File: src/pscl_pkg.sv
// shared constants and types for the synthesizer configuration logic
package pscl_pkg;

  // widths
  localparam int LOOP_DIV_W = 9;
  localparam int OUT_DIV_W  = 2;
  localparam int DIAG_W     = 3;
  localparam int SHIFT_W    = DIAG_W + OUT_DIV_W + LOOP_DIV_W;
  localparam int ADDR_W     = 8;
  localparam int DATA_W     = 32;

  // shift register field positions, first bit shifted in ends at the top
  localparam int SH_LOOP_LSB = 0;
  localparam int SH_OUT_LSB  = LOOP_DIV_W;
  localparam int SH_DIAG_LSB = LOOP_DIV_W + OUT_DIV_W;

  // output divider codes
  localparam logic [1:0] DIV_BY_2 = 2'h0;
  localparam logic [1:0] DIV_BY_4 = 2'h1;
  localparam logic [1:0] DIV_BY_8 = 2'h2;
  localparam logic [1:0] DIV_BY_1 = 2'h3;

  // diagnostic select codes
  localparam logic [2:0] DIAG_REF   = 3'h0;
  localparam logic [2:0] DIAG_VCO   = 3'h1;
  localparam logic [2:0] DIAG_DIV   = 3'h2;
  localparam logic [2:0] DIAG_FB    = 3'h3;
  localparam logic [2:0] DIAG_LOW   = 3'h4;
  localparam logic [2:0] DIAG_HIGH  = 3'h5;
  localparam logic [2:0] DIAG_SHIFT = 3'h6;
  localparam logic [2:0] DIAG_GATE  = 3'h7;

  // reset values follow the undriven pin defaults
  localparam logic [LOOP_DIV_W-1:0] LOOP_DIV_RST = 9'h1ff;
  localparam logic [OUT_DIV_W-1:0]  OUT_DIV_RST  = 2'h3;
  localparam logic [DIAG_W-1:0]     DIAG_RST     = 3'h0;
  localparam logic [SHIFT_W-1:0]    SHIFT_RST    = 14'h0000;

  // register offsets (byte addresses)
  localparam logic [ADDR_W-1:0] OFS_CONFIG = 8'h00;
  localparam logic [ADDR_W-1:0] OFS_SHIFT  = 8'h04;
  localparam logic [ADDR_W-1:0] OFS_STATUS = 8'h08;
  localparam logic [ADDR_W-1:0] OFS_CTRL   = 8'h0c;
  localparam logic [ADDR_W-1:0] OFS_FBCNT  = 8'h10;

  // control register field
  localparam int CTRL_HOLD_BIT = 0;
  localparam logic CTRL_HOLD_RST = 1'b0;

  // configuration latch contents
  typedef struct packed {
    logic [DIAG_W-1:0]     diag_sel;
    logic [OUT_DIV_W-1:0]  out_div;
    logic [LOOP_DIV_W-1:0] loop_div;
  } pscl_cfg_t;

  localparam pscl_cfg_t CFG_RST = '{diag_sel: DIAG_RST, out_div: OUT_DIV_RST,
                                     loop_div: LOOP_DIV_RST};

  // status word
  typedef struct packed {
    logic gate_on;
    logic out_enable;
    logic ref_sel;
    logic ser_load;
    logic par_load;
  } pscl_status_t;

endpackage : pscl_pkg

File: src/pscl_top.sv
// configuration logic of the programmable clock synthesizer, with an apb view
// Operation
// - output divider code 00 /2, 01 /4, 10 /8, 11 /1 of vco
// - reference select high picks crystal, low picks external reference
// - output enable high lets synthesized output toggle, low stops it
// - enable and disable take effect only at output phase start, no runts
// - serial data sampled into shift register on each serial clock rise
// - latches follow shift register while serial strobe high, hold at fall
// - latches follow parallel inputs while parallel strobe low, hold at rise
// - loop divider is a 9-bit value, bit 8 msb, bit 0 lsb
// - 3-bit diagnostic select, serial only, picks the diagnostic output source
// - serial strobe loads the same latches as the parallel interface
// - undriven pulldown inputs read 0, pullup inputs read 1
//
// Decided for this implementation: the APB slave port and the placing of the registers.
`timescale 1ns/1ps
module pscl_top #(
  parameter int LOOP_DIV_W = pscl_pkg::LOOP_DIV_W,
  parameter int FBCNT_W    = 16
) (
  input  wire logic                          pclk,
  input  wire logic                          presetn,
  input  wire logic [pscl_pkg::ADDR_W-1:0]   paddr,
  input  wire logic                          psel,
  input  wire logic                          penable,
  input  wire logic                          pwrite,
  input  wire logic [pscl_pkg::DATA_W-1:0]   pwdata,
  output logic      [pscl_pkg::DATA_W-1:0]   prdata,
  output logic                               pready,
  output logic                               pslverr,
  input  wire logic                          ser_clk_in,
  input  wire logic                          ser_data_in,
  input  wire logic                          ser_load_in,
  input  wire logic                          par_load_in,
  input  wire logic [LOOP_DIV_W-1:0]         loop_div_in,
  input  wire logic [pscl_pkg::OUT_DIV_W-1:0] out_div_in,
  input  wire logic                          out_enable_in,
  input  wire logic                          ref_source_select,
  input  wire logic                          external_reference_in,
  input  wire logic                          crystal_pins,
  input  wire logic                          vco_in,
  output logic                               ref_clk_out,
  output logic                               synth_out,
  output logic                               diag_out,
  output logic                               loop_fb_out
);

  // the shift layout and the config struct are fixed at the documented width
  if (LOOP_DIV_W != pscl_pkg::LOOP_DIV_W) begin : g_bad_width
    $error("pscl_top: LOOP_DIV_W must equal the configuration latch width");
  end
  if (FBCNT_W < 1 || FBCNT_W > pscl_pkg::DATA_W) begin : g_bad_cnt
    $error("pscl_top: FBCNT_W must lie between 1 and the bus width");
  end

  typedef enum logic [1:0] {
    GATE_OFF = 2'b01,
    GATE_ON  = 2'b10
  } pscl_gate_t;

  // ---------------------------------------------------------------------
  // serial shift interface
  // ---------------------------------------------------------------------
  logic                           ser_clk_prev_reg;
  logic [pscl_pkg::SHIFT_W-1:0]   shift_reg;
  logic [pscl_pkg::SHIFT_W-1:0]   shift_next;
  wire                            ser_clk_rise;

  // pins are synchronous to pclk, so a rise is one pclk wide
  assign ser_clk_rise = ser_clk_in & ~ser_clk_prev_reg;
  assign shift_next   = ser_clk_rise ?
                        {shift_reg[pscl_pkg::SHIFT_W-2:0], ser_data_in} :
                        shift_reg;

  always_ff @(posedge pclk or negedge presetn) begin
    if (!presetn) begin
      ser_clk_prev_reg <= 1'b0;
      shift_reg        <= pscl_pkg::SHIFT_RST;
    end else begin
      ser_clk_prev_reg <= ser_clk_in;
      shift_reg        <= shift_next;
    end
  end

  // ---------------------------------------------------------------------
  // configuration latches
  // ---------------------------------------------------------------------
  pscl_pkg::pscl_cfg_t cfg_reg;
  pscl_pkg::pscl_cfg_t cfg_next;
  pscl_pkg::pscl_cfg_t cfg_from_serial;
  pscl_pkg::pscl_cfg_t cfg_from_pins;
  wire                 ser_open;
  wire                 par_open;

  // serial decode of the shift register into latch fields
  assign cfg_from_serial.diag_sel =
    shift_reg[pscl_pkg::SH_DIAG_LSB +: pscl_pkg::DIAG_W];
  assign cfg_from_serial.out_div  =
    shift_reg[pscl_pkg::SH_OUT_LSB +: pscl_pkg::OUT_DIV_W];
  assign cfg_from_serial.loop_div =
    shift_reg[pscl_pkg::SH_LOOP_LSB +: LOOP_DIV_W];

  // the parallel port never touches the diagnostic select
  assign cfg_from_pins.diag_sel = cfg_reg.diag_sel;
  assign cfg_from_pins.out_div  = out_div_in;
  assign cfg_from_pins.loop_div = loop_div_in;

  assign ser_open = ser_load_in;
  assign par_open = ~par_load_in;

  // both strobes open at once: serial wins, it is the reprogramming path
  assign cfg_next = ser_open ? cfg_from_serial :
                    par_open ? cfg_from_pins   :
                    cfg_reg;

  always_ff @(posedge pclk or negedge presetn) begin
    if (!presetn) begin
      cfg_reg <= pscl_pkg::CFG_RST;
    end else begin
      cfg_reg <= cfg_next;
    end
  end

  // ---------------------------------------------------------------------
  // reference source selection
  // ---------------------------------------------------------------------
  logic ref_clk_reg;
  wire  ref_mux;

  assign ref_mux = ref_source_select ? crystal_pins : external_reference_in;

  always_ff @(posedge pclk or negedge presetn) begin
    if (!presetn) begin
      ref_clk_reg <= 1'b0;
    end else begin
      ref_clk_reg <= ref_mux;
    end
  end

  // ---------------------------------------------------------------------
  // output divider and synchronous gate
  // ---------------------------------------------------------------------
  logic       vco_prev_reg;
  logic [1:0] div_cnt_reg;
  logic [1:0] div_cnt_next;
  logic       div_q_reg;
  logic       div_q_next;
  logic [1:0] half_last;
  logic       ctrl_hold_reg;
  pscl_gate_t gate_reg;
  pscl_gate_t gate_next;
  logic       synth_reg;
  wire        vco_rise;
  wire        div_wrap;
  wire        bypass;
  wire        phase_start;
  wire        want_on;
  wire        synth_next;

  assign vco_rise = vco_in & ~vco_prev_reg;
  assign bypass   = (cfg_reg.out_div == pscl_pkg::DIV_BY_1);

  // last count of each half period, in vco rising edges
  always_comb begin
    unique case (cfg_reg.out_div)
      pscl_pkg::DIV_BY_2: half_last = 2'h0;
      pscl_pkg::DIV_BY_4: half_last = 2'h1;
      pscl_pkg::DIV_BY_8: half_last = 2'h3;
      pscl_pkg::DIV_BY_1: half_last = 2'h0;
    endcase
  end

  assign div_wrap     = vco_rise & (div_cnt_reg >= half_last);
  assign div_cnt_next = !vco_rise ? div_cnt_reg :
                        div_wrap  ? 2'h0 : 2'(div_cnt_reg + 2'h1);
  assign div_q_next   = div_wrap ? ~div_q_reg : div_q_reg;

  // a phase starts where the output would go high; changing the gate there
  // means the preceding low half is always complete
  assign phase_start = bypass ? vco_rise : (div_wrap & ~div_q_reg);

  assign want_on = out_enable_in & ~ctrl_hold_reg;

  always_comb begin
    gate_next = gate_reg;
    unique case (gate_reg)
      GATE_OFF: if (phase_start && want_on) begin
        gate_next = GATE_ON;
      end
      GATE_ON: if (phase_start && !want_on) begin
        gate_next = GATE_OFF;
      end
      default: gate_next = GATE_OFF;
    endcase
  end

  // disabled output rests low
  assign synth_next = (gate_next == GATE_ON) &
                      (bypass ? vco_in : div_q_next);

  always_ff @(posedge pclk or negedge presetn) begin
    if (!presetn) begin
      vco_prev_reg <= 1'b0;
      div_cnt_reg  <= 2'h0;
      div_q_reg    <= 1'b0;
      gate_reg     <= GATE_OFF;
      synth_reg    <= 1'b0;
    end else begin
      vco_prev_reg <= vco_in;
      div_cnt_reg  <= div_cnt_next;
      div_q_reg    <= div_q_next;
      gate_reg     <= gate_next;
      synth_reg    <= synth_next;
    end
  end

  // ---------------------------------------------------------------------
  // loop feedback divider
  // ---------------------------------------------------------------------
  logic [LOOP_DIV_W-1:0] fb_cnt_reg;
  logic [LOOP_DIV_W-1:0] fb_cnt_next;
  logic                  fb_pulse_reg;
  logic [FBCNT_W-1:0]    fb_total_reg;
  wire                   fb_wrap;

  // a zero divider value wraps on every vco rising edge
  assign fb_wrap     = vco_rise & (fb_cnt_reg >= cfg_reg.loop_div);
  assign fb_cnt_next = !vco_rise ? fb_cnt_reg :
                       fb_wrap   ? '0 : LOOP_DIV_W'(fb_cnt_reg + 1'b1);

  always_ff @(posedge pclk or negedge presetn) begin
    if (!presetn) begin
      fb_cnt_reg   <= '0;
      fb_pulse_reg <= 1'b0;
      fb_total_reg <= '0;
    end else begin
      fb_cnt_reg   <= fb_cnt_next;
      fb_pulse_reg <= fb_wrap;
      fb_total_reg <= fb_wrap ? FBCNT_W'(fb_total_reg + 1'b1) : fb_total_reg;
    end
  end

  // ---------------------------------------------------------------------
  // diagnostic output
  // ---------------------------------------------------------------------
  logic diag_reg;
  logic diag_next;

  always_comb begin
    unique case (cfg_reg.diag_sel)
      pscl_pkg::DIAG_REF:   diag_next = ref_clk_reg;
      pscl_pkg::DIAG_VCO:   diag_next = vco_prev_reg;
      pscl_pkg::DIAG_DIV:   diag_next = div_q_reg;
      pscl_pkg::DIAG_FB:    diag_next = fb_pulse_reg;
      pscl_pkg::DIAG_LOW:   diag_next = 1'b0;
      pscl_pkg::DIAG_HIGH:  diag_next = 1'b1;
      pscl_pkg::DIAG_SHIFT: diag_next = shift_reg[pscl_pkg::SHIFT_W-1];
      pscl_pkg::DIAG_GATE:  diag_next = (gate_reg == GATE_ON);
    endcase
  end

  always_ff @(posedge pclk or negedge presetn) begin
    if (!presetn) begin
      diag_reg <= 1'b0;
    end else begin
      diag_reg <= diag_next;
    end
  end

  // ---------------------------------------------------------------------
  // apb slave: one wait-free access phase, answer registered in setup
  // ---------------------------------------------------------------------
  pscl_pkg::pscl_status_t status_w;
  logic [pscl_pkg::DATA_W-1:0] prdata_reg;
  logic [pscl_pkg::DATA_W-1:0] rd_word;
  logic                        pready_reg;
  logic                        pslverr_reg;
  logic                        ctrl_hold_next;
  wire                         setup_phase;
  wire                         access_done;
  wire                         hit_config;
  wire                         hit_shift;
  wire                         hit_status;
  wire                         hit_ctrl;
  wire                         hit_fbcnt;
  wire                         hit_any;
  wire                         ctrl_wr;

  assign status_w.gate_on    = (gate_reg == GATE_ON);
  assign status_w.out_enable = out_enable_in;
  assign status_w.ref_sel    = ref_source_select;
  assign status_w.ser_load   = ser_load_in;
  assign status_w.par_load   = par_load_in;

  assign setup_phase = psel & ~penable;
  assign access_done = psel & penable & pready_reg;

  assign hit_config = (paddr == pscl_pkg::OFS_CONFIG);
  assign hit_shift  = (paddr == pscl_pkg::OFS_SHIFT);
  assign hit_status = (paddr == pscl_pkg::OFS_STATUS);
  assign hit_ctrl   = (paddr == pscl_pkg::OFS_CTRL);
  assign hit_fbcnt  = (paddr == pscl_pkg::OFS_FBCNT);
  assign hit_any    = hit_config | hit_shift | hit_status | hit_ctrl | hit_fbcnt;

  // writes to read-only words are silently dropped, unmapped ones flag error
  assign ctrl_wr        = access_done & pwrite & hit_ctrl;
  assign ctrl_hold_next = ctrl_wr ? pwdata[pscl_pkg::CTRL_HOLD_BIT] : ctrl_hold_reg;

  always_comb begin
    rd_word = '0;
    if (hit_config) begin
      rd_word = pscl_pkg::DATA_W'(cfg_reg);
    end else if (hit_shift) begin
      rd_word = pscl_pkg::DATA_W'(shift_reg);
    end else if (hit_status) begin
      rd_word = pscl_pkg::DATA_W'(status_w);
    end else if (hit_ctrl) begin
      rd_word[pscl_pkg::CTRL_HOLD_BIT] = ctrl_hold_reg;
    end else if (hit_fbcnt) begin
      rd_word = pscl_pkg::DATA_W'(fb_total_reg);
    end
  end

  always_ff @(posedge pclk or negedge presetn) begin
    if (!presetn) begin
      prdata_reg    <= '0;
      pready_reg    <= 1'b0;
      pslverr_reg   <= 1'b0;
      ctrl_hold_reg <= pscl_pkg::CTRL_HOLD_RST;
    end else begin
      prdata_reg    <= (setup_phase && !pwrite) ? rd_word : prdata_reg;
      pready_reg    <= setup_phase;
      pslverr_reg   <= setup_phase & ~hit_any;
      ctrl_hold_reg <= ctrl_hold_next;
    end
  end

  assign prdata      = prdata_reg;
  assign pready      = pready_reg;
  assign pslverr     = pslverr_reg;
  assign ref_clk_out = ref_clk_reg;
  assign synth_out   = synth_reg;
  assign diag_out    = diag_reg;
  assign loop_fb_out = fb_pulse_reg;

endmodule : pscl_top

File: config.mk
export PLATFORM = sky130hd
export DESIGN_NAME = pscl_top
export DESIGN_NICKNAME = d
export VERILOG_FILES = /design/src/pscl_pkg.sv /design/src/pscl_top.sv
export SDC_FILE = /design/constraint.sdc
export NUM_CORES = 1
export LEC_CHECK = 0
export ABC_AREA = 1
export BUFFER_PORTS_ARGS = -buffer_cell sky130_fd_sc_hd__buf_2
export CORE_MARGIN = 2
export CORE_UTILIZATION = 42
export CTS_BUF_LIST = sky130_fd_sc_hd__clkbuf_4
export CTS_CLUSTER_DIAMETER = 40
export CTS_CLUSTER_SIZE = 14
export DETAILED_ROUTE_END_ITERATION = 8
export HOLD_SLACK_MARGIN = 0.1
export SLEW_MARGIN = 20
export SYNTH_ARGS = -nofsm -noshare
export SYNTH_HDL_FRONTEND = slang
export SYNTH_SLANG_ARGS = --single-unit
File: constraint.sdc
create_clock -name pclk -period 2.8 [get_ports pclk]
set_clock_uncertainty 0.15 [all_clocks]
set_input_delay 0.84 -clock pclk [delete_from_list [all_inputs] [get_ports pclk]]
set_output_delay 0.84 -clock pclk [all_outputs]
set_load 0.05 [all_outputs]
* Yosys cells after proc, flatten, opt, wreduce, memory -nomap -nowiden
Index checks and enable logic that the tools add are counted.
** Cells by class
- $lt $le $gt $ge :: 2
- Multiply operators :: 0
- Reductions and logical operators :: 9
- Equality and inequality tests :: 18
- Muxes and demuxes :: 19
- Divide/modulo/power cells :: 0
- Bitwise logic cells :: 23
- $add $sub $neg :: 3
- Shift operators :: 0
** Operators by type and width (count)
- $mux W32 :: 3
- $mux W31 :: 1
- $add A16 B1 Y16 const B :: 1
- $eq A8 B4 Y1 const B :: 2
- $mux W16 :: 1
- $mux W14 :: 1
- $and A1 B1 Y1 :: 13
- $eq A3 B3 Y1 const B :: 4
- $mux W11 :: 1
- $add A9 B1 Y9 const B :: 1
- $ge A9 B9 Y1 :: 1
- $mux W9 :: 1
- $eq A2 B2 Y1 const B :: 4
- $eq A8 B3 Y1 const B :: 1
- $eq A8 B5 Y1 const B :: 1
- $logic_not A8 Y1 :: 1
- $pmux W1 S8 :: 1
- $eq A3 B2 Y1 const B :: 2
- $mux W2 :: 3
- $not A1 Y1 :: 6
- $pmux W2 S3 :: 1
- $mux W1 :: 5
- $eq A2 B1 Y1 const B :: 2
- $or A1 B1 Y1 :: 4
- 10 further kinds :: 13
** Word-level totals
- Latch bits :: 0
- Memories kept :: 0
- ROM bits :: 0
- Word-level logic and storage cells :: 93
- Input port bits :: 65
- Register bits after elaboration :: 99
- Bits in writable memories :: 0
- Output and inout port bits :: 38

* Logic depth before layout (Yosys ltp)
Gate-level depths: netlist of run 1.
- Depth in word-level cells :: 12
- Gate-level depth with buffers :: 17
- Gate-level depth less buffers :: 17

* Worst setup path after synthesis of run 1
OpenSTA, ideal clock, no wires.
- Kind :: register to register
- From :: register cfg_reg[9] (netlist bit)
- To :: register synth_reg (netlist: synth_out)
- Data required time :: 2.579 ns
- Path buffers :: 0
- Cell stages (with the launch flop) :: 17
- Library setup time :: 0.071 ns
- Slack :: 0.549 ns
- Arrival :: 2.029 ns
- Path through :: dfstp_2 -> inv_1 -> ha_1 -> inv_1 -> ha_1 -> o21ai_0 -> nand2_1 -> nand2_1 -> inv_1 -> ha_1 -> inv_1 -> o21ai_2 -> nand2_1 -> nand2_1 -> nand2_1 -> nand3_1 -> nor2_1
** On the way
- Longest elaborated chain between the ends :: 12
- Elaborated cells between the ends (all ways) :: 19
- Those cells by class :: order compare (1); eq/ne (4); mux (7); bitwise (3); reduce/logical (4)
** RTL lines
- start: declaration :: RTL line pscl_top.sv:88 : pscl_pkg::pscl_cfg_t cfg_reg;
- start signal: assignment :: RTL line pscl_top.sv:118 : cfg_reg <= pscl_pkg::CFG_RST;
- start signal: assignment :: RTL line pscl_top.sv:120 : cfg_reg <= cfg_next;
- $eq A2 B2 Y1 / $logic_not A2 Y1 (equally long branches) :: RTL line pscl_top.sv:161, pscl_top.sv:165
- $reduce_or A2 Y1 (no line)
- $pmux W2 S3 :: RTL line pscl_top.sv:165 : unique case (cfg_reg.out_div)
- $ge A2 B2 Y1 :: RTL line pscl_top.sv:173 : assign div_wrap = vco_rise & (div_cnt_reg >= half_last);
- $and A1 B1 Y1 :: RTL line pscl_top.sv:173
- $and A1 B1 Y1 :: RTL line pscl_top.sv:180 : assign phase_start = bypass ? vco_rise : (div_wrap & ~div_q_reg);
- $mux W1 :: RTL line pscl_top.sv:180
- $logic_and A1 B1 Y1 (on tied branches) :: RTL line pscl_top.sv:190, pscl_top.sv:187
- $mux W2 (on tied branches) :: RTL line pscl_top.sv:190, pscl_top.sv:187
- $pmux W2 S2 :: RTL line pscl_top.sv:186 : unique case (gate_reg)
- $eq A2 B2 Y1 :: RTL line pscl_top.sv:198 : assign synth_next = (gate_next == GATE_ON) &
- $and A1 B1 Y1 * :: RTL line pscl_top.sv:198
- net synth_next :: RTL line pscl_top.sv:158 : wire synth_next;
- end signal: assignment :: RTL line pscl_top.sv:213 : synth_reg <= synth_next;
- end: declaration :: RTL line pscl_top.sv:152 : logic synth_reg;
The timed path passes the listed nets; every way through them passes the cells marked *.
A chain may end at the register's enable or synchronous reset.

* Worst setup path in the final report of run 1
Same ends and word-level chain as after synthesis.

==> results by group, run 1 <==
Synth
  – Post-synthesis async set-or-reset flop share: 100%
  – Post-synth EDFFs: 0
  – Post-synthesis instance area: 4760 um2
  – Share of the synthesized area in the top cell type: 37.3%
  – Yosys warning count: 0
  – Cell accounting for the most synthesized area: dfrtp_1
  – Main area contributors after synthesis: dfrtp_1 (37%), nand2_1 (13%), dfstp_2 (6.6%)
  – Mapped Avg Cell Area: 7.85 um2
  – Ys flop type: dfrtp_1
  – Distinct cell type count after synthesis: 39
  – Mapped Cells: 607
  – Yosys reg bits: 83
  – Sequential area share after synthesis: 43.9%

Worst setup path
  – CP Class: reg -> reg
  – R2r setup slk: 280 ps
  – Reg-to-reg endpoint: synth_out
  – CP required: 3020 ps
  – FF-to-FF path depth: 16
  – Reg2Reg Launch Point: cfg_reg[9]
  – Critical Path End Type: flop
  – Arr. time, crit path: 2740 ps
  – Worst Setup Start Kind: flop
  – Max FO, Critical Path: 3

Routing
  – Final WL: 11800 um
  – Drc violations: 0
  – Vias per cell: 5.00
  – First DRT Iteration DRCs: 192
  – Drt first pass iters: 5
  – Post-DRT Antenna Nets: 0
  – Vias: 4042
  – DR WL/cell: 14.6 um

Floorplanning
  – Core area: 10900 um2
  – Die height: 110 um
  – IO Count: 103
  – Die W: 110 um
  – Total die area: 12200 um2
  – Initial Utilization: 43.6%
  – # rows: 38

Layout
  – Area Growth Syn to Fin: 11.5%
  – Share of layout cells above drive strength 1: 17.7%
  – Multi-input gate area: 2220 um2
  – Fillers: 1130
  – # nets final: 745
  – FF/Latch Area: 2090 um2
  – Finished Layout Cells: 808

Global route
  – GR Util All Layers: 20.3%
  – Vias in the first global route: 4009
  – Total gr overflow: 0
  – Global-route wire length before repair: 19900 um
  – Maximum number of pins on one net before global-route repair: 60
  – Initial antenna violation count: 1

Timing
  – Setup TNS Final: 0 ps
  – Period Utilization, post-route: 90.0%
  – Worst-Margin Slew: 543 ps
  – FMAX: 0.397 GHz
  – Final Slew Violations: 0
  – WHS: 138 ps
  – Min Tclk post-route: 2520 ps
  – Setup repair after global routing missed its margin: no
  – Endpoints failing setup: 0
  – Max-slew headroom: 63.7%
  – Final hold violations: 0

Flow run
  – MaxCap Viol Count: 0

Clocking
  – PostCTS Resize Cnt: 0
  – CTS tree: done
  – H-tree levels: 3
  – Longest Clk Path Bufs: 2
  – Num CTS Buffers: 9
  – Worst-path clk slew: 140 ps
  – Clock sink count: 83
  – Worst skew pair latency: 440 ps
  – Post CTS Setup Buffer Count: 0
  – Hold Buf Count CTS: 0
  – Root Buffer: clkbuf_4

Place
  – HPWL after DPL: 8750 um
  – Port bufs: 55
  – Placed cells: 791
  – Routability congestion estimate: 0.829

Power and ir drop
  – Leakage: 2.84 nW
  – Peak supply drop: 0.508 mV
  – Pwr/cell area: 615 nW/um2

Run status
  – Outcome: finished clean

Min path
  – HP Class: in -> async
[stage by stage]
| step | utilization [%] | worst slack [ps] | cell area [um2] | power, mW |
|---|---|---|---|---|
| 6_report | 48.6 | 281 | 5310 | 3.26 |
| 5_1_grt | 48.5 | 64.8 | 5310 | 3.51 |
| 4_1_cts | 48.5 | 292 | 5310 | 3.31 |
| 3_5_place_dp | 46.8 | 342 | 5120 | 2.40 |
| 3_3_place_gp | 46.8 | 380 | 5120 | 2.36 |
| 2_1_floorplan | - | 549 | 4820 | 2.16 |
[cells in the final DEF (no fill, tap or decap), drive strengths merged, types with 11 or more instances in the layout]
cell	count
nor3	17
buf	63
conb	16
o21ai	35
dfrtp	71
inv	77
clkbuf	11
ha	18
nand3	64
nor2	56
dfstp	12
nand2	172
[critical path, cell delays in order, from the launching register on]
cell and delay [ps]:
dfstp_2 560, inv_1 70, ha_1 280, inv_1 40, ha_1 260, o21ai_0 150, nand2_1 70, nand2_1 90
inv_1 50, ha_1 170, inv_1 70, o21ai_2 80, nand2_1 90, nand2_1 50, nand2_1 70, nand3_1 90
nor2_1 120
[area by class of cell]
class / instances / share of cell area, %
antenna: 1 / 0.0471
clock buffer: 11 / 1.56
clock inverter: 5 / 1.93
inverter: 77 / 5.44
multi-input combinational: 428 / 41.7
sequential: 83 / 39.4
tap: 140 / 3.30
timing repair buffer: 63 / 6.60
[power breakdown]
| group | leakage [nW] | switching [mW] | internal, mW | total [mW] |
|---|---|---|---|---|
| Clock | 0.0971 | 0.415 | 0.471 | 0.886 |
| Sequential | 1.07 | 0.155 | 1.39 | 1.55 |
| Combinational | 1.68 | 0.544 | 0.286 | 0.830 |
[synth_stat cells (5+ instances only)]
library cell	count
a21oi_1	7
a221oi_1	9
buf_2	6
buf_4	19
clkbuf_1	5
dfrtp_1	71
dfstp_2	12
ha_1	18
inv_1	73
nand2_1	168
nand3_1	63
nor2_1	50
nor3_1	15
o21ai_0	27
o21ai_1	7
xnor2_1	10
xor2_1	8
[per-layer routing]
metal / routed length (um) / share of wire (%) / GRT usage (%)
met4: 254 / 2.2 / 6.25
met2: 5600 / 48 / 33.7
met5: 0 / 0 / 0
met3: 590 / 5.0 / 5.65
met1: 5340 / 45 / 25.6
[cells by family (layout without fill, tap and decap cells)]
| group | after synthesis | count (layout) | synth area share, % |
|---|---|---|---|
| other cells | 1 | 17 | 0.0787 |
| buf+inv | 111 | 156 | 10.7 |
| compound gates | 57 | 57 | 7.33 |
| simple gates | 315 | 315 | 28.9 |
| fa+ha+maj | 18 | 18 | 4.73 |
| mux | 4 | 4 | 0.946 |
| flops | 83 | 83 | 43.9 |
| xor+xnor | 18 | 18 | 3.31 |
[worst max-delay path by stage]
| stage | start | end |
|---|---|---|
| 4_1_cts | cfg_reg[9] | synth_out |
| 3_5_place_dp | cfg_reg[9] | synth_out |
| 5_1_grt | cfg_reg[9] | synth_out |
| 2_1_floorplan | cfg_reg[9] | synth_out |
| 6_report | cfg_reg[9] | synth_out |
| 3_3_place_gp | cfg_reg[9] | synth_out |
(Power assumes the default switching activity.)
==> run 2, diff against run 1 <==
CELL_PAD_IN_SITES_DETAIL_PLACEMENT = 1   (was unset)
CELL_PAD_IN_SITES_GLOBAL_PLACEMENT = 2   (was unset)
CORE_UTILIZATION = 32   (was 42)
PLACE_DENSITY_LB_ADDON = 0.1   (was unset)
==> results by group, run 2 (synthesis results as in run 1) <==
Clocking
  – Longest Clk Path Bufs: 2 (unchanged)
  – Num CTS Buffers: 9 (unchanged)
  – Worst-path clk slew: 140 ps (about the same)
  – Root Buffer: clkbuf_4 (unchanged)
  – CTS tree: done (unchanged)
  – Post CTS Setup Buffer Count: 0 (unchanged)
  – Clock sink count: 83 (unchanged)
  – Worst skew pair latency: 450 ps (was 440 ps)
  – H-tree levels: 3 (unchanged)

Floorplanning
  – Initial Utilization: 32.8% (was 43.6%)
  – Total die area: 15900 um2 (was 12200 um2)
  – Core area: 14500 um2 (was 10900 um2)
  – IO Count: 103 (unchanged)
  – Die height: 126 um (was 110 um)
  – # rows: 44 (was 38)
  – Die W: 126 um (was 110 um)

Layout
  – Commonest non-fill, non-tap cell in the layout: nand2_1 (unchanged)
  – # nets final: 746 (was 745)
  – Area Growth Syn to Fin: 11.6% (was 11.5%)
  – Share of layout cells above drive strength 1: 17.5% (was 17.7%)
  – Antenna Cells: 0 (was 1)
  – Commonest non-fill, non-tap cells in the layout: nand2_1 (168), inv_1 (73), dfrtp_1 (71) (unchanged)

Timing
  – Setup TNS Final: 0 ps (unchanged)
  – Setup repair after global routing missed its margin: no (unchanged)
  – Final Slew Violations: 0 (unchanged)
  – Setup WS post-layout: 279 ps (was 281 ps)
  – Period Utilization, post-route: 90.0% (about the same)
  – FMAX: 0.397 GHz (about the same)
  – Worst-Margin Slew: 638 ps (was 543 ps)
  – Min Tclk post-route: 2520 ps (about the same)
  – Final hold violations: 0 (unchanged)
  – Max-slew headroom: 57.4% (was 63.7%)
  – Endpoints failing setup: 0 (unchanged)

Routing
  – Drc violations: 0 (unchanged)
  – Drt first pass iters: 4 (was 5)
  – Vias: 4075 (was 4042)
  – Final WL: 13600 um (was 11800 um)
  – DR WL/cell: 16.0 um (was 14.6 um)
  – Post-DRT Antenna Nets: 0 (unchanged)
  – Vias per cell: 4.78 (was 5.00)
  – First DRT Iteration DRCs: 141 (was 192)

Global route
  – Maximum number of pins on one net before global-route repair: 40 (was 60)
  – GR Util All Layers: 17.7% (was 20.3%)
  – Global-route wire length before repair: 21800 um (was 19900 um)
  – Vias in the first global route: 4098 (was 4009)
  – Total gr overflow: 0 (unchanged)
  – Initial antenna violation count: 0 (was 1)

Power and ir drop
  – Peak supply drop: 0.300 mV (was 0.508 mV)
  – Switching Share: 37.1% (was 34.1%)
  – Int Pwr: 1.96 mW (was 2.15 mW)
  – Leakage: 2.82 nW (was 2.84 nW)
  – Logic pwr share: 27.4% (was 25.4%)
  – Pwr/cell area: 585 nW/um2 (was 615 nW/um2)
  – Sequential power share: 49.7% (was 47.4%)
  – Clock power share: 22.9% (was 27.2%)
  – Switching power: 1.15 mW (was 1.11 mW)

Worst setup path
  – CP required: 3040 ps (was 3020 ps)
  – Arr. time, crit path: 2760 ps (was 2740 ps)
  – CP Class: reg -> reg (unchanged)
  – Max FO, Critical Path: 3 (unchanged)
  – R2r setup slk: 280 ps (about the same)
  – Critical Path End Type: flop (unchanged)
  – Worst Setup Start Kind: flop (unchanged)

Run status
  – Outcome: finished clean (unchanged)

Place
  – HPWL after DPL: 10700 um (was 8750 um)
  – Port bufs: 55 (unchanged)
  – Routability congestion estimate: 0.818 (was 0.829)
  – DP Worst Slack: 254 ps (was 342 ps)

Flow run
  – MaxCap Viol Count: 0 (unchanged)

Min path
  – HP Class: in -> async (unchanged)
==> run 2: cell type report <==
type | instances | area (um2)
Tap cell | 184 | 230
Clock inverter | 6 | 57.6
Sequential cell | 83 | 2090
Clock buffer | 10 | 75.1
Timing Repair Buffer | 64 | 358
Inverter | 77 | 289
Fill cell | 1804 | 9220
Multi-Input combinational cell | 428 | 2220
==> run 2: final timing paths <==
check / start / depth (start not counted) / to
max: cfg_reg[9] / 16 / synth_out
min: presetn / 1 / ser_clk_prev_reg
max reg2reg: cfg_reg[9] / 16 / synth_out
min reg2reg: prdata[10] / 2 / prdata[10]
max in group asynchronous: presetn / 2 / gate_reg[0]
min in group pclk: prdata[10] / 2 / prdata[10]
==> run 2: worst max-delay path: stages (launching register included) <==
cell	delay (ps)
dfstp_2	560
inv_1	80
ha_1	280
inv_1	40
ha_1	260
o21ai_1	140
nand2_1	60
nand2_1	90
inv_1	50
ha_1	170
inv_1	60
o21ai_2	70
nand2_1	80
nand2_1	60
nand2_1	60
nand3_1	110
nor2_1	120
==> run 2: metrics by stage <==
step                      total power [mW]  hold slack (ps)  std cells  instance area, um2  util, %
after floorplan                       2.16              307        622                4820        -
after global placement                2.39              310        836                5180     35.7
after detailed placement              2.43              317        836                5180     35.7
after CTS                             3.17              189        852                5320     36.6
after global routing                  3.36              191        852                5320     36.6
final                                 3.11              201        852                5320     36.6
==> run 2: what timing repair did <==
item	4_1_cts	5_1_grt
endpoints found under the hold margin	0	0
hold buffers	0	0
resized for setup	0	1
endpoints found under the setup margin	0	1
==> run 2: routing by layer <==
metal	track usage [%]	up-vias	share of wire [%]
met1	23.1	1996	47
met3	2.63	18	2.2
li1	-	2012	-
met2	29.9	49	49
met5	0	-	0
met4	6.33	0	2.1
==> run 2: power groups by stage <==
| stage | clock (mW) | combinational, mW | sequential (mW) |
|---|---|---|---|
| 5_1_grt | 0.801 | 0.983 | 1.57 |
| 6_report | 0.711 | 0.852 | 1.55 |
| 3_3_place_gp | 0 | 0.822 | 1.57 |
| 2_1_floorplan | 0 | 0.608 | 1.56 |
| 3_5_place_dp | 0 | 0.862 | 1.57 |
| 4_1_cts | 0.752 | 0.869 | 1.55 |
==> run 3, diff against run 2 <==
RECOVER_POWER = 25   (was unset)
==> results by group, run 3 (synthesis results as in run 1) <==
Flow run
  – MaxCap Viol Count: 0 (unchanged)

Clocking
  – CTS tree: done (unchanged)
  – Longest Clk Path Bufs: 2 (unchanged)
  – Worst skew pair latency: 450 ps (about the same)
  – Clock sink count: 83 (unchanged)
  – Num CTS Buffers: 9 (unchanged)
  – Root Buffer: clkbuf_4 (unchanged)
  – H-tree levels: 3 (unchanged)
  – Worst-path clk slew: 130 ps (was 140 ps)
  – Hold Buf Count CTS: 0 (unchanged)

Routing
  – Drt first pass iters: 4 (unchanged)
  – Post-DRT Antenna Nets: 0 (unchanged)
  – Vias: 4075 (unchanged)
  – First DRT Iteration DRCs: 142 (was 141)
  – Drc violations: 0 (unchanged)
  – WL met2: 6610 um (was 6620 um)
  – DR WL/cell: 16.0 um (about the same)
  – Final WL: 13600 um (about the same)
  – Vias per cell: 4.78 (unchanged)
  – WL met1: 6440 um (was 6430 um)
  – Top sig layer: met4 (unchanged)
  – WL met3: 297 um (was 304 um)

Layout
  – Antenna Cells: 0 (unchanged)
  – Finished Layout Cells: 852 (unchanged)
  – Commonest non-fill, non-tap cell in the layout: nand2_1 (unchanged)
  – Share of layout cells above drive strength 1: 16.9% (was 17.5%)
  – # nets final: 746 (unchanged)
  – Commonest non-fill, non-tap cells in the layout: nand2_1 (168), inv_1 (73), dfrtp_1 (71) (unchanged)
  – Area Growth Syn to Fin: 11.1% (was 11.6%)

Worst setup path
  – CP dominant cell by count: nand2_1 (unchanged)
  – CP Class: reg -> reg (unchanged)
  – Worst Setup Start Kind: flop (unchanged)
  – FF-to-FF path depth: 16 (unchanged)
  – CP required: 3040 ps (about the same)
  – Critical path cell sequence: inv_1 > ha_1 > inv_1 > ha_1 > o21ai_1 > nand2_1 > nand2_1 > inv_1 > ha_1 > inv_1 > o21ai_2 > nand2_1 > nand2_1 > nand2_1 > nand3_1 > nor2_1 (unchanged)
  – Critical Path End Type: flop (unchanged)
  – Top cell family by delay on the critical path: adder cells (unchanged)
  – Max FO, Critical Path: 3 (unchanged)
  – Reg2Reg Launch Point: cfg_reg[9] (unchanged)
  – R2r setup slk: 280 ps (about the same)
  – Reg-to-reg endpoint: synth_out (unchanged)
  – Buf/Inv on CP: 4 (unchanged)
  – Worst Setup SP: cfg_reg[9] (unchanged)
  – Arr. time, crit path: 2760 ps (about the same)
  – Crit path largest cell delay: 560 ps (about the same)
  – Crit-path slowest cell: dfstp_2 (unchanged)

Global route
  – GR Util All Layers: 17.7% (unchanged)
  – Total gr overflow: 0 (unchanged)
  – Maximum number of pins on one net before global-route repair: 40 (unchanged)
  – Vias in the first global route: 4098 (unchanged)
  – Initial antenna violation count: 0 (unchanged)
  – Global-route wire length before repair: 21800 um (unchanged)

Timing
  – FMAX: 0.397 GHz (unchanged)
  – Setup repair after global routing missed its margin: no (unchanged)
  – Setup TNS Final: 0 ps (unchanged)
  – Final Slew Violations: 0 (unchanged)
  – Endpoints failing setup: 0 (unchanged)
  – Min Tclk post-route: 2520 ps (unchanged)
  – Max-slew headroom: 31.6% (was 57.4%)
  – Period Utilization, post-route: 90.0% (unchanged)
  – Final hold violations: 0 (unchanged)
  – WHS: 343 ps (was 201 ps)
  – Setup WS post-layout: 279 ps (unchanged)
  – Worst-Margin Slew: 1030 ps (was 638 ps)

Power and ir drop
  – Peak supply drop: 0.300 mV (about the same)
  – Power, Total: 3.10 mW (was 3.11 mW)
  – Pwr/cell area: 587 nW/um2 (was 585 nW/um2)
  – Leakage: 2.81 nW (was 2.82 nW)

Run status
  – Outcome: finished clean (unchanged)

Floorplanning
  – Total die area: 15900 um2 (unchanged)
  – Initial Utilization: 32.8% (unchanged)
  – Die W: 126 um (unchanged)
  – Die height: 126 um (unchanged)
  – # rows: 44 (unchanged)
  – IO Count: 103 (unchanged)
  – Core area: 14500 um2 (unchanged)

Min path
  – Hold Path End: prdata[10]
  – HP Class: reg -> reg (was in -> async)
  – Min-Delay Path Depth: 2
  – Hold path start: prdata[10]

Place
  – Placed cells: 836 (unchanged)
  – Port bufs: 55 (unchanged)
  – HPWL after DPL: 10700 um (unchanged)
  – DP Worst Slack: 254 ps (unchanged)
  – Routability congestion estimate: 0.818 (unchanged)
-- run 3: cell types whose count changed in the layout (fill, tap and decap cells not counted), sizes merged --
cell    previous run  this run
buf               64        59
clkbuf            10        15
-- run 3: worst max-delay path by stage --
stage	end	slack [ps]	cells after the start
after global placement	synth_out	320	16
after detailed placement	synth_out	250	16
after global routing	synth_out	40	16
final	synth_out	280	16
after CTS	synth_out	220	16
after floorplan	synth_out	550	16
-- run 3: worst register-to-register path, stage by stage, from the launching register on --
cell,delay [ps]
dfstp_2,560
inv_1,80
ha_1,280
inv_1,40
ha_1,260
o21ai_1,140
nand2_1,60
nand2_1,100
inv_1,50
ha_1,170
inv_1,60
o21ai_2,70
nand2_1,80
nand2_1,60
nand2_1,60
nand3_1,110
nor2_1,120
-- run 3: power by group --
group	total, mW	switching [mW]	internal [mW]
logic	0.848	0.563	0.285
clock network	0.711	0.436	0.275
registers	1.55	0.153	1.39
-- run 3: per-stage QoR --
step                      utilization [%]  area (um2)
after global routing                 36.4        5290
after global placement               35.7        5180
after floorplan                         -        4820
final                                36.4        5290
after CTS                            36.6        5320
after detailed placement             35.7        5180
-- run 3: per-layer routing --
metal	vias to the layer above	track usage, %
met1	1998	23.1
met2	49	29.9
met3	18	2.63
li1	2010	-
met4	0	6.33
met5	-	0
-- run 3: area by class of cell --
type	instances	area, um2
clock buffer	10	75.1
clock inverter	6	57.6
fill	1810	9240
inverter	77	289
multi-input combinational	428	2210
sequential	83	2090
tap	184	230
timing repair buffer	64	337
-- run 3: repair_timing --
action,4_1_cts,5_1_grt
setup buffers,0,0
gates resized for setup,0,1
endpoints found under the setup margin,0,1
